### src/inc/cfgtwo_params.svh
/*
 * timing-free constants for the second controller setup register:
 * offsets, field positions, reset values and decode codes.
 * assumes inclusion by bare name from the package and the design files.
 */
`ifndef CFGTWO_PARAMS_SVH
`define CFGTWO_PARAMS_SVH

// register offsets (byte addresses, one aligned word each)
`define CFGTWO_OFF_SETUP_TWO  8'h00
`define CFGTWO_OFF_STATUS     8'h04
`define CFGTWO_OFF_STATE      8'h08

// field positions in the setup register
`define CFGTWO_DLY_HI   10
`define CFGTWO_DLY_LO   9
`define CFGTWO_PROT_HI  8
`define CFGTWO_PROT_LO  6
`define CFGTWO_WID_HI   5
`define CFGTWO_WID_LO   4

// protocol codes
`define CFGTWO_PROT_SDR    3'h0
`define CFGTWO_PROT_DDR    3'h1
`define CFGTWO_PROT_EDRAM  3'h2
`define CFGTWO_PROT_LPDDR  3'h3
`define CFGTWO_PROT_COMB   3'h4

// width codes
`define CFGTWO_WID_00  2'h0
`define CFGTWO_WID_01  2'h1
`define CFGTWO_WID_10  2'h2

// largest supported capture delay
`define CFGTWO_DLY_MAX  2'h2

// controller state codes for the access window
`define CFGTWO_ST_SETUP  2'h0
`define CFGTWO_ST_SLEEP  2'h3

// reset value of the controller state register
`define CFGTWO_STATE_RST 2'h0

`endif

### src/inc/cfgtwo_pkg.sv
/*
 * types shared by the setup register bank.
 * assumes cfgtwo_params.svh on the include path.
 */
`include "cfgtwo_params.svh"
package cfgtwo_pkg;
   // decoded memory protocol
   typedef enum logic [2:0] {
      CFGTWO_SDR   = 3'b000,
      CFGTWO_DDR   = 3'b001,
      CFGTWO_EDRAM = 3'b010,
      CFGTWO_LPDDR = 3'b011,
      CFGTWO_COMB  = 3'b100,
      CFGTWO_RSVD  = 3'b111
   } cfgtwo_prot_type;

   // bus slave phase
   typedef enum logic [1:0] {
      CFGTWO_IDLE = 2'b00,
      CFGTWO_ACK  = 2'b01
   } cfgtwo_bus_type;
endpackage

### src/design/cfgtwo_bank.sv
/*
 * second controller setup register bank, upper fields: capture delay,
 * memory protocol and bus width, with strap defaults and a wishbone port.
 * assumes straps are stable around reset release and the memory-side
 * reset is synchronous to i_mclk.
 */
// The Wishbone slave port and the address map were decided locally.
`timescale 1ns/1ns
`include "cfgtwo_params.svh"

// Overview of operation
// - bits 31:11 written zero, read zero here
// - capture delay field 10:9, values 0..2
// - fields load straps at reset release
// - protocol changeable only in combined builds
// - decode codes 000..011 to four protocols
// - code 100 combined, 101..111 reserved
// - status field reports supported protocols
// - width field picks full or lower half
// - 32-bit bus: 00 half, 01 full
// - 64-bit bus: 01 half, 10 full
// - software writes in setup or sleep state override strap values
module cfgtwo_bank #(
   parameter int         BUS_BITS = 32,
   parameter logic       COMBINED = 1'b1,
   parameter logic [4:0] SUPPORT  = 5'h1F
) (
   // clock and reset
   input  wire logic        i_mclk,
   input  wire logic        i_rst_n,
   input  wire logic        i_mem_rst_n,
   // straps
   input  wire logic [1:0]  i_strap_delay,
   input  wire logic [2:0]  i_strap_prot,
   input  wire logic [1:0]  i_strap_width,
   // wishbone slave
   input  wire logic        i_wb_cyc,
   input  wire logic        i_wb_stb,
   input  wire logic        i_wb_we,
   input  wire logic [7:0]  i_wb_adr,
   input  wire logic [3:0]  i_wb_sel,
   input  wire logic [31:0] i_wb_dat,
   output      logic [31:0] o_wb_dat,
   output      logic        o_wb_ack,
   // configuration out
   output      logic [1:0]  o_capture_delay,
   output      cfgtwo_pkg::cfgtwo_prot_type o_protocol,
   output      logic [4:0]  o_protocol_sel,
   output      logic [6:0]  o_bus_bits,
   output      logic [7:0]  o_lane_mask
);
   import cfgtwo_pkg::*;

   logic [1:0]      delay_r;       // capture delay field
   logic [2:0]      prot_r;        // protocol field
   logic [1:0]      width_r;       // width field
   logic [1:0]      state_r;       // controller state
   logic            rst_d_r;       // reset seen last cycle
   logic            mem_rst_d_r;   // memory reset seen last cycle
   logic [1:0]      width_act_r;   // width in force on the pads
   cfgtwo_bus_type  bus_r;         // bus phase
   logic [31:0]     rdat_nxt;      // read mux
   logic            req;           // new request
   logic            wr_ok;         // write window open
   logic [4:0]      sel_dec;       // decoder select
   cfgtwo_prot_type prot_dec;      // decoder protocol

   // delay value clamped to the supported range
   function automatic logic [1:0] clamp_dly(input logic [1:0] d);
      clamp_dly = (d > `CFGTWO_DLY_MAX) ? `CFGTWO_DLY_MAX : d;
   endfunction

   // a fresh request while no ack is out
   assign req   = i_wb_cyc && i_wb_stb && (bus_r == CFGTWO_IDLE);
   // only setup and sleep accept configuration writes
   assign wr_ok = (state_r == `CFGTWO_ST_SETUP) || (state_r == `CFGTWO_ST_SLEEP);

   // track reset to find its release edge
   always_ff @(posedge i_mclk) begin
      rst_d_r <= i_rst_n;
   end

   // bus phase: ack one cycle after request, drop the next
   always_ff @(posedge i_mclk) begin
      if (!i_rst_n) begin
         bus_r <= CFGTWO_IDLE;
      end else begin
         case (bus_r)
            CFGTWO_IDLE: begin
               if (req) begin
                  bus_r <= CFGTWO_ACK;
               end
            end
            CFGTWO_ACK: begin
               bus_r <= CFGTWO_IDLE;
            end
            default: begin
               bus_r <= CFGTWO_IDLE;
            end
         endcase
      end
   end

   assign o_wb_ack = (bus_r == CFGTWO_ACK);

   // controller state register written by software
   always_ff @(posedge i_mclk) begin
      if (!i_rst_n) begin
         state_r <= `CFGTWO_STATE_RST;
      end else if (req && i_wb_we && i_wb_sel[0]
                   && i_wb_adr == `CFGTWO_OFF_STATE) begin
         state_r <= i_wb_dat[1:0];
      end
   end

   // capture delay field
   always_ff @(posedge i_mclk) begin
      if (!i_rst_n) begin
         delay_r <= 2'h0;
      end else if (!rst_d_r) begin
         delay_r <= clamp_dly(i_strap_delay);
      end else if (req && i_wb_we && wr_ok && i_wb_sel[1]
                   && i_wb_adr == `CFGTWO_OFF_SETUP_TWO) begin
         delay_r <= clamp_dly(i_wb_dat[`CFGTWO_DLY_HI:`CFGTWO_DLY_LO]);
      end
   end

   // protocol field, held to strap unless combined build
   always_ff @(posedge i_mclk) begin
      if (!i_rst_n) begin
         prot_r <= 3'h0;
      end else if (!rst_d_r) begin
         prot_r <= i_strap_prot;
      end else if (COMBINED && req && i_wb_we && wr_ok
                   && (i_wb_sel[0] || i_wb_sel[1])
                   && i_wb_adr == `CFGTWO_OFF_SETUP_TWO) begin
         // field spans byte lanes 0 and 1; either lane updates its part
         prot_r <= {i_wb_sel[1] ? i_wb_dat[8] : prot_r[2],
                    i_wb_sel[0] ? i_wb_dat[7:6] : prot_r[1:0]};
      end
   end

   // width field, stored now and applied on memory reset release
   always_ff @(posedge i_mclk) begin
      if (!i_rst_n) begin
         width_r <= 2'h0;
      end else if (!rst_d_r) begin
         width_r <= i_strap_width;
      end else if (req && i_wb_we && wr_ok && i_wb_sel[0]
                   && i_wb_adr == `CFGTWO_OFF_SETUP_TWO) begin
         width_r <= i_wb_dat[`CFGTWO_WID_HI:`CFGTWO_WID_LO];
      end
   end

   // memory reset edge tracker
   always_ff @(posedge i_mclk) begin
      if (!i_rst_n) begin
         mem_rst_d_r <= 1'b0;
      end else begin
         mem_rst_d_r <= i_mem_rst_n;
      end
   end

   // width in force changes only as memory reset is released; when the
   // memory side is already out of reset at system reset release, the
   // strap value is the one that must reach the pads, not the cleared field
   always_ff @(posedge i_mclk) begin
      if (!i_rst_n) begin
         width_act_r <= 2'h0;
      end else if (i_mem_rst_n && !mem_rst_d_r) begin
         width_act_r <= rst_d_r ? width_r : i_strap_width;
      end
   end

   // read mux; unused bits read zero
   always_comb begin
      rdat_nxt = 32'h0000_0000;
      case (i_wb_adr)
         `CFGTWO_OFF_SETUP_TWO: begin
            rdat_nxt[`CFGTWO_DLY_HI:`CFGTWO_DLY_LO]   = delay_r;
            rdat_nxt[`CFGTWO_PROT_HI:`CFGTWO_PROT_LO] = prot_r;
            rdat_nxt[`CFGTWO_WID_HI:`CFGTWO_WID_LO]   = width_r;
         end
         `CFGTWO_OFF_STATUS: begin
            rdat_nxt[4:0] = SUPPORT;
            rdat_nxt[5]   = COMBINED;
         end
         `CFGTWO_OFF_STATE: begin
            rdat_nxt[1:0] = state_r;
         end
         default: begin
            rdat_nxt = 32'h0000_0000;
         end
      endcase
   end

   // read data register, loaded with the request
   always_ff @(posedge i_mclk) begin
      if (!i_rst_n) begin
         o_wb_dat <= 32'h0000_0000;
      end else if (req) begin
         o_wb_dat <= rdat_nxt;
      end
   end

   // protocol decode
   cfgtwo_prot_dec u_prot (
      .i_code    (prot_r),
      .i_support (SUPPORT),
      .o_prot    (prot_dec),
      .o_sel     (sel_dec)
   );

   // width decode
   cfgtwo_width_dec #(
      .BUS_BITS (BUS_BITS)
   ) u_width (
      .i_code  (width_act_r),
      .o_bits  (o_bus_bits),
      .o_lanes (o_lane_mask)
   );

   assign o_capture_delay = delay_r;
   assign o_protocol      = prot_dec;
   assign o_protocol_sel  = sel_dec;
endmodule // cfgtwo_bank

### src/design/cfgtwo_prot_dec.sv
/*
 * protocol decoder: turns the stored protocol code into a one-hot select
 * and a support check. assumes a protocol support mask from the top.
 */
`timescale 1ns/1ns
`include "cfgtwo_params.svh"
module cfgtwo_prot_dec (
   // code in
   input  wire logic [2:0]               i_code,
   input  wire logic [4:0]               i_support,
   // decoded out
   output      cfgtwo_pkg::cfgtwo_prot_type o_prot,
   output      logic [4:0]               o_sel
);
   import cfgtwo_pkg::*;

   // decode the code; reserved codes select nothing
   always_comb begin
      o_sel  = 5'h00;
      o_prot = CFGTWO_RSVD;
      case (i_code)
         `CFGTWO_PROT_SDR: begin
            o_sel  = 5'h01;
            o_prot = CFGTWO_SDR;
         end
         `CFGTWO_PROT_DDR: begin
            o_sel  = 5'h02;
            o_prot = CFGTWO_DDR;
         end
         `CFGTWO_PROT_EDRAM: begin
            o_sel  = 5'h04;
            o_prot = CFGTWO_EDRAM;
         end
         `CFGTWO_PROT_LPDDR: begin
            o_sel  = 5'h08;
            o_prot = CFGTWO_LPDDR;
         end
         `CFGTWO_PROT_COMB: begin
            o_sel  = 5'h10;
            o_prot = CFGTWO_COMB;
         end
         default: begin
            o_sel  = 5'h00;
            o_prot = CFGTWO_RSVD;
         end
      endcase
      // an unsupported code selects nothing
      if ((o_sel & i_support) == 5'h00) begin
         o_sel  = 5'h00;
         o_prot = CFGTWO_RSVD;
      end
   end
endmodule // cfgtwo_prot_dec

### src/design/cfgtwo_width_dec.sv
/*
 * width decoder: maps the width code onto the number of pad bits in use
 * and a lane mask. assumes the configured bus width as a parameter.
 */
`timescale 1ns/1ns
`include "cfgtwo_params.svh"
module cfgtwo_width_dec #(
   parameter int BUS_BITS = 32
) (
   // code in
   input  wire logic [1:0] i_code,
   // decoded out
   output      logic [6:0] o_bits,
   output      logic [7:0] o_lanes
);
   // lanes for a number of bits
   function automatic logic [7:0] lanes_for(input logic [6:0] b);
      case (b)
         7'h10:   lanes_for = 8'h03;
         7'h20:   lanes_for = 8'h0F;
         default: lanes_for = 8'hFF;
      endcase
   endfunction

   // full or lower-half width per configured bus
   always_comb begin
      o_bits = 7'h10;
      if (BUS_BITS == 32) begin
         o_bits = (i_code == `CFGTWO_WID_01) ? 7'h20 : 7'h10;
      end else if (BUS_BITS == 64) begin
         o_bits = (i_code == `CFGTWO_WID_10) ? 7'h40 : 7'h20;
      end
      o_lanes = lanes_for(o_bits);
   end
endmodule // cfgtwo_width_dec

### config.mk
export PLATFORM = sky130hd
export DESIGN_NAME = cfgtwo_bank
export DESIGN_NICKNAME = d
export VERILOG_FILES = /design/src/inc/cfgtwo_pkg.sv /design/src/design/cfgtwo_bank.sv /design/src/design/cfgtwo_prot_dec.sv /design/src/design/cfgtwo_width_dec.sv
export VERILOG_INCLUDE_DIRS = /design/src /design/src/inc
export SDC_FILE = /design/constraint.sdc
export NUM_CORES = 1
export LEC_CHECK = 0
export BUFFER_PORTS_ARGS = -buffer_cell sky130_fd_sc_hd__buf_2
export CORE_ASPECT_RATIO = 1.2
export CORE_MARGIN = 3
export CORE_UTILIZATION = 43
export CTS_BUF_LIST = sky130_fd_sc_hd__clkbuf_8
export CTS_CLUSTER_DIAMETER = 100
export DETAILED_ROUTE_END_ITERATION = 16
export GPL_ROUTABILITY_DRIVEN = 1
export PLACE_DENSITY = 0.91
export SYNTH_ARGS = -nofsm -noshare
export SYNTH_HDL_FRONTEND = slang
export SYNTH_SLANG_ARGS = --single-unit
### constraint.sdc
create_clock -name i_mclk -period 2.86 [get_ports i_mclk]
set_clock_uncertainty 0.05 [all_clocks]
set_input_delay 0.286 -clock i_mclk [delete_from_list [all_inputs] [get_ports i_mclk]]
set_output_delay 0.286 -clock i_mclk [all_outputs]
set_load 0.005 [all_outputs]
# After elaboration in Yosys (flattened, before gate mapping)
# Cells that the tools add are included.
dict set report classes {
  eq_ne 15
  muxes 21
  n_reduce_logical 24
  n_lt_le_gt_ge 2
}
# cell n
set ops {}
lappend ops {{5-bit one-hot mux with 5 select lines} 1}
lappend ops {{2-bit two-way mux} 9}
lappend ops {{8-bit one-hot mux with 2 select lines} 1}
lappend ops {{3-bit one-hot mux with 5 select lines} 1}
lappend ops {{1-bit logical AND} 13}
lappend ops {{5-bit two-way mux} 2}
lappend ops {{3-bit two-way mux} 3}
lappend ops {{8-bit by 3-bit equality test with 1-bit output (second input constant)} 1}
lappend ops {{8-bit by 4-bit equality test with 1-bit output (second input constant)} 1}
lappend ops {{8-bit logical NOT} 1}
lappend ops {{2-bit one-hot mux with 2 select lines} 2}
lappend ops {{7-bit by 5-bit equality test with 1-bit output (second input constant)} 1}
lappend ops {{7-bit by 6-bit equality test with 1-bit output (second input constant)} 1}
lappend ops {{3-bit by 2-bit equality test with 1-bit output (second input constant)} 2}
lappend ops {{6-bit two-way mux} 1}
lappend ops {{2-bit by 1-bit != test with 1-bit output (second input constant)} 3}
lappend ops {{2-bit AND reduction} 3}
lappend ops {{5-bit logical NOT} 1}
lappend ops {{2-bit > comparator (second input constant)} 2}
lappend ops {{2-bit logical NOT} 2}
lappend ops {{2-bit != test (second input constant)} 2}
lappend ops {{3-bit by 1-bit equality test with 1-bit output (second input constant)} 1}
lappend ops {{3-bit equality test (second input constant)} 1}
lappend ops {{3-bit logical NOT} 1}
lappend ops {{other kinds (5)} 6}
dict set report word_totals {
  ff_bits 25
  elab_cells 72
  output_inout_bits 58
  input_bits 57
}

# Longest topological paths before layout
dict set report depth {
  ltp_word 8
  mapped_depth 5
  mapped_depth_nobuf 4
}

# By module
# A second synthesis with hierarchy kept.
dict set report unflattened {
  hier_cells 174
  area_unflattened_um2 1514.0
}
# module cells_per_inst seq_area_each_um2 area_each_um2 n_inst
set modules_own_cells {}
lappend modules_own_cells {cfgtwo_bank 146 480.5 1291.2 1}
lappend modules_own_cells {cfgtwo_width_dec 17 0.0 117.6 1}
lappend modules_own_cells {cfgtwo_prot_dec 11 0.0 105.1 1}

# Worst setup path after synthesis
# Ideal clock, no wire load.
dict set report synth_timing {
  path_kind {input port to flip-flop}
  start {in i_wb_adr[1]}
  end {reg delay_r[0] (netlist: o_capture_delay[0])}
  path_slack_ns 1.083
  arrival_ns 1.587
  setup_time_ns 0.140
  required_time_ns 2.670
  n_path_buf 0
  stages 4
  path_cell_list {or4_4 -> or4_1 -> o21ai_0 -> a311oi_1}
}
dict set report synth_via {
  elab_chain_cells 3
}
# item line
set synth_rtl {}
lappend synth_rtl {{start: declaration} cfgtwo_bank.sv:40} ;# input wire logic [7:0] i_wb_adr,
lappend synth_rtl {{8-bit logical NOT} -}
lappend synth_rtl {{1-bit logical AND (no line)} -}
lappend synth_rtl {{2-bit by 1-bit != test with 1-bit output (no line)} -}
lappend synth_rtl {{end signal: assignment} cfgtwo_bank.sv:121} ;# delay_r <= clamp_dly(i_strap_delay);
lappend synth_rtl {{end signal: assignment} cfgtwo_bank.sv:124} ;# delay_r <= clamp_dly(i_wb_dat[`CFGTWO_DLY_HI:`CFGTWO_DLY_LO]);
lappend synth_rtl {{end: declaration} cfgtwo_bank.sv:54} ;# logic [1:0] delay_r;
# Every way passes these cells.
# A chain may end at the register's enable or synchronous reset.

# Worst setup path after layout
dict set report layout_timing {
  start {reg bus_r[0]}
  end {reg width_r[1]}
}
dict set report layout_via {
  elab_chain_cells 7
}
# item line
set layout_rtl {}
lappend layout_rtl {{start: declaration} cfgtwo_bank.sv:61} ;# cfgtwo_bus_type bus_r;
lappend layout_rtl {{start signal: assignment} cfgtwo_bank.sv:86} ;# bus_r <= CFGTWO_IDLE;
lappend layout_rtl {{start signal: assignment} cfgtwo_bank.sv:91} ;# bus_r <= CFGTWO_ACK;
lappend layout_rtl {{start signal: assignment} cfgtwo_bank.sv:95} ;# bus_r <= CFGTWO_IDLE;
lappend layout_rtl {{2-bit logical NOT} cfgtwo_bank.sv:74} ;# assign req = i_wb_cyc && i_wb_stb && (bus_r == CFGTWO_IDLE);
lappend layout_rtl {{1-bit logical AND} cfgtwo_bank.sv:74}
lappend layout_rtl {{1-bit logical AND (3 in a row)} cfgtwo_bank.sv:149} ;# end else if (req && i_wb_we && wr_ok && i_wb_sel[0]
lappend layout_rtl {{1-bit logical AND (no line)} -}
lappend layout_rtl {{2-bit by 1-bit != test with 1-bit output (no line)} -}
lappend layout_rtl {{end signal: assignment} cfgtwo_bank.sv:148} ;# width_r <= i_strap_width;
lappend layout_rtl {{end signal: assignment} cfgtwo_bank.sv:151} ;# width_r <= i_wb_dat[`CFGTWO_WID_HI:`CFGTWO_WID_LO];
lappend layout_rtl {{end: declaration} cfgtwo_bank.sv:56} ;# logic [1:0] width_r;
# Every way passes these cells.

==> impl_metrics.ini <==
[synth]
synth_cell_types = 34
synth_edf_count = 0
synth-seq-cells = 24
synthArstFlopShare = 0
synth-warning-count = 0
syn_inst = 174
ys_seq_area_frac = 0.345
synthesis.area_um2 = 1390
ys.flop_type = dfxtp_1
synth.avg_cell_area_um2 = 8.01

[routing]
routedWlPerCell_um = 12.7
vias = 1307
first_pass_iters = 5
drt_iter0_drc = 47
viasPerCell = 5.07
wl_mm = 3.28
antenna_left = 0
drc_errors = 0

[timing]
worstMarginPinSlew_ns = 0.767
setup_viol = 0
slew_violations = 0
finalCriticalPeriod_ns = 1.86
rsz0062_at_grt = no
relSlewSlack = 0.481
fmax_mhz = 537
period_share = 0.651
hold_violations = 0
fin_setup_tns_ns = 0

[power]
power_density_nw_per_um2 = 468
power.total_uw = 758
p_leak_nw = 0.766
ir_drop_v = 0.000304

[global_routing]
met2_usage = 0.295
antenna_found_initial = 0
grt-ovfl-total = 0
grt_pass1_vias = 1131
top_usage_layer = met2
grt_max_degree = 17
use_met3 = 0.0264
grtUsageTotal = 0.162
use_met1 = 0.182
grt_pass1_wl_mm = 4.93

[worst_setup_path]
crit_fanout = 15
crit_slowest_cell = or4b_2
crit_path_max_incr_delay_ns = 0.70
crit_path_end_kind = register
crit_chain = nand3b_1 > buf_4 > or4b_2 > o21ai_0 > a31oi_1
cp.buffers_inverters = 1
worstSetupPathType = register to register
crit_family = simple AND/OR/NAND/NOR gates
startpoint_type = register
crit_required_ns = 2.94
critical_path_arrival_ns = 1.94

[finish]
multi_input_area_um2 = 711
fill_cells = 328
final_common_cell = buf_2
design_area_um2 = 1620
register_area_um2 = 480
area_growth_pct = 16.2
mostFrequentLayoutCells = buf_2 (57), conb_1 (32), dfxtp_1 (24)
antenna_cells = 0
final_nets = 280
layout-drive-gt1-share = 0.302

[clock_tree]
holdBufCountCts = 0
postCtsSetupBuffers = 0
cts_made_buffers = 3
h-tree-depth = 1
cts-resized-gates = 0
clk_pin_slew_worst_paths_ns = 0.09
cts_buffer_depth = 2
clk_latency_ns = 0.27
cts_tree = done
cts.sinks = 24
cts_root_buf = clkbuf_8

[placed_design]
post_dp_cell_area_um2 = 1550
dp_hpwl_mm = 2.47
gp_congestion = 0.840
portBuffers = 57

[outcome]
status = complete, no violations

[die]
die-area_um2 = 3960
die_width_um = 58.0
num_rows = 22
io_pins = 115
initial_utilization = 0.452
core-area_um2 = 3080
die_h_um = 68.4

[flow_run]
maxCapViolCount = 0

[worst_hold_path]
min-delay-path-class = input pin to register
[cell usage after synthesis, types with 3 or more instances]
| cell | count | share of area |
|---|---|---|
| inv_1 | 5 | 0.013 |
| nand2_1 | 5 | 0.013 |
| dfxtp_1 | 24 | 0.34 |
| nor2_1 | 13 | 0.035 |
| buf_4 | 35 | 0.19 |
| a21oi_1 | 8 | 0.029 |
| a22oi_1 | 5 | 0.027 |
| a31oi_1 | 6 | 0.027 |
| nand3_1 | 10 | 0.036 |
| clkbuf_1 | 9 | 0.024 |
| o21ai_0 | 19 | 0.068 |
| nor3b_1 | 3 | 0.016 |
[flip-flops by register name, indices dropped and copies added, names as in the netlist, 2 cells and up]
signal / flops
o_wb_dat: 10
prot_r: 3
o_capture_delay: 2
state_r: 2
width_act_r: 2
width_r: 2
[power breakdown]
| part | internal, mW | switching, mW | leakage [nW] | total [mW] |
|---|---|---|---|---|
| logic | 0.0448 | 0.0551 | 0.534 | 0.0999 |
| registers | 0.347 | 0.0146 | 0.197 | 0.361 |
| clock network | 0.187 | 0.109 | 0.0357 | 0.296 |
| total | 0.579 | 0.179 | 0.766 | 0.758 |
[per-layer routing]
| layer | vias up | wire length, um |
|---|---|---|
| li1 | 634 | - |
| met5 | - | 0 |
| met4 | 0 | 63 |
| met1 | 594 | 1250 |
| met2 | 72 | 1650 |
| met3 | 7 | 305 |
[cells by family (layout without fill, tap and decap cells)]
group,after synthesis,after routing,synth area share
AND/OR/NAND/NOR,51,51,0.214
buffers and inverters,49,67,0.226
AO/OA/AOI/OAI,45,45,0.189
flip-flops,24,24,0.345
other,2,32,0.00539
multiplexers,2,2,0.0144
XOR/XNOR,1,1,0.00628
[worst register-to-register path: stages (launching register included)]
cell and delay (ns):
dfxtp_1 0.33, nand3b_1 0.16, buf_4 0.20, or4b_2 0.70, o21ai_0 0.19, a31oi_1 0.10
[cell type report]
class	count	share of cell area
Timing Repair Buffer	58	0.181
Clock inverter	1	0.0185
Tap cell	36	0.0278
Clock buffer	3	0.0255
Inverter	5	0.0116
Multi-Input combinational cell	131	0.439
Sequential cell	24	0.297
[worst paths after layout]
check / slack (ns) / end / start / depth (start not counted)
min: 0.18 / mem_rst_d_r$_SDFF_PN0_ / i_mem_rst_n / 2
max reg2reg: 1.0 / width_r[1]$_SDFFE_PN0P_ / bus_r[0]$_SDFFE_PN0N_ / 5
min reg2reg: 0.41 / o_wb_dat[4]$_SDFFE_PN0N_ / o_wb_dat[4]$_SDFFE_PN0N_ / 2
max: 1.0 / width_r[1]$_SDFFE_PN0P_ / bus_r[0]$_SDFFE_PN0N_ / 5
[through the flow]
| step | worst slack (ns) | hold slack [ns] | std cells | util |
|---|---|---|---|---|
| 5_1_grt | 0.842 | 0.196 | 258 | 0.525 |
| 3_5_place_dp | 0.858 | 0.395 | 254 | 0.502 |
| 3_3_place_gp | 0.883 | 0.387 | 254 | 0.502 |
| 2_1_floorplan | 1.08 | 0.264 | 204 | - |
| 6_report | 0.999 | 0.178 | 258 | 0.525 |
| 4_1_cts | 0.993 | 0.178 | 258 | 0.525 |
(Power assumes the default switching activity.)
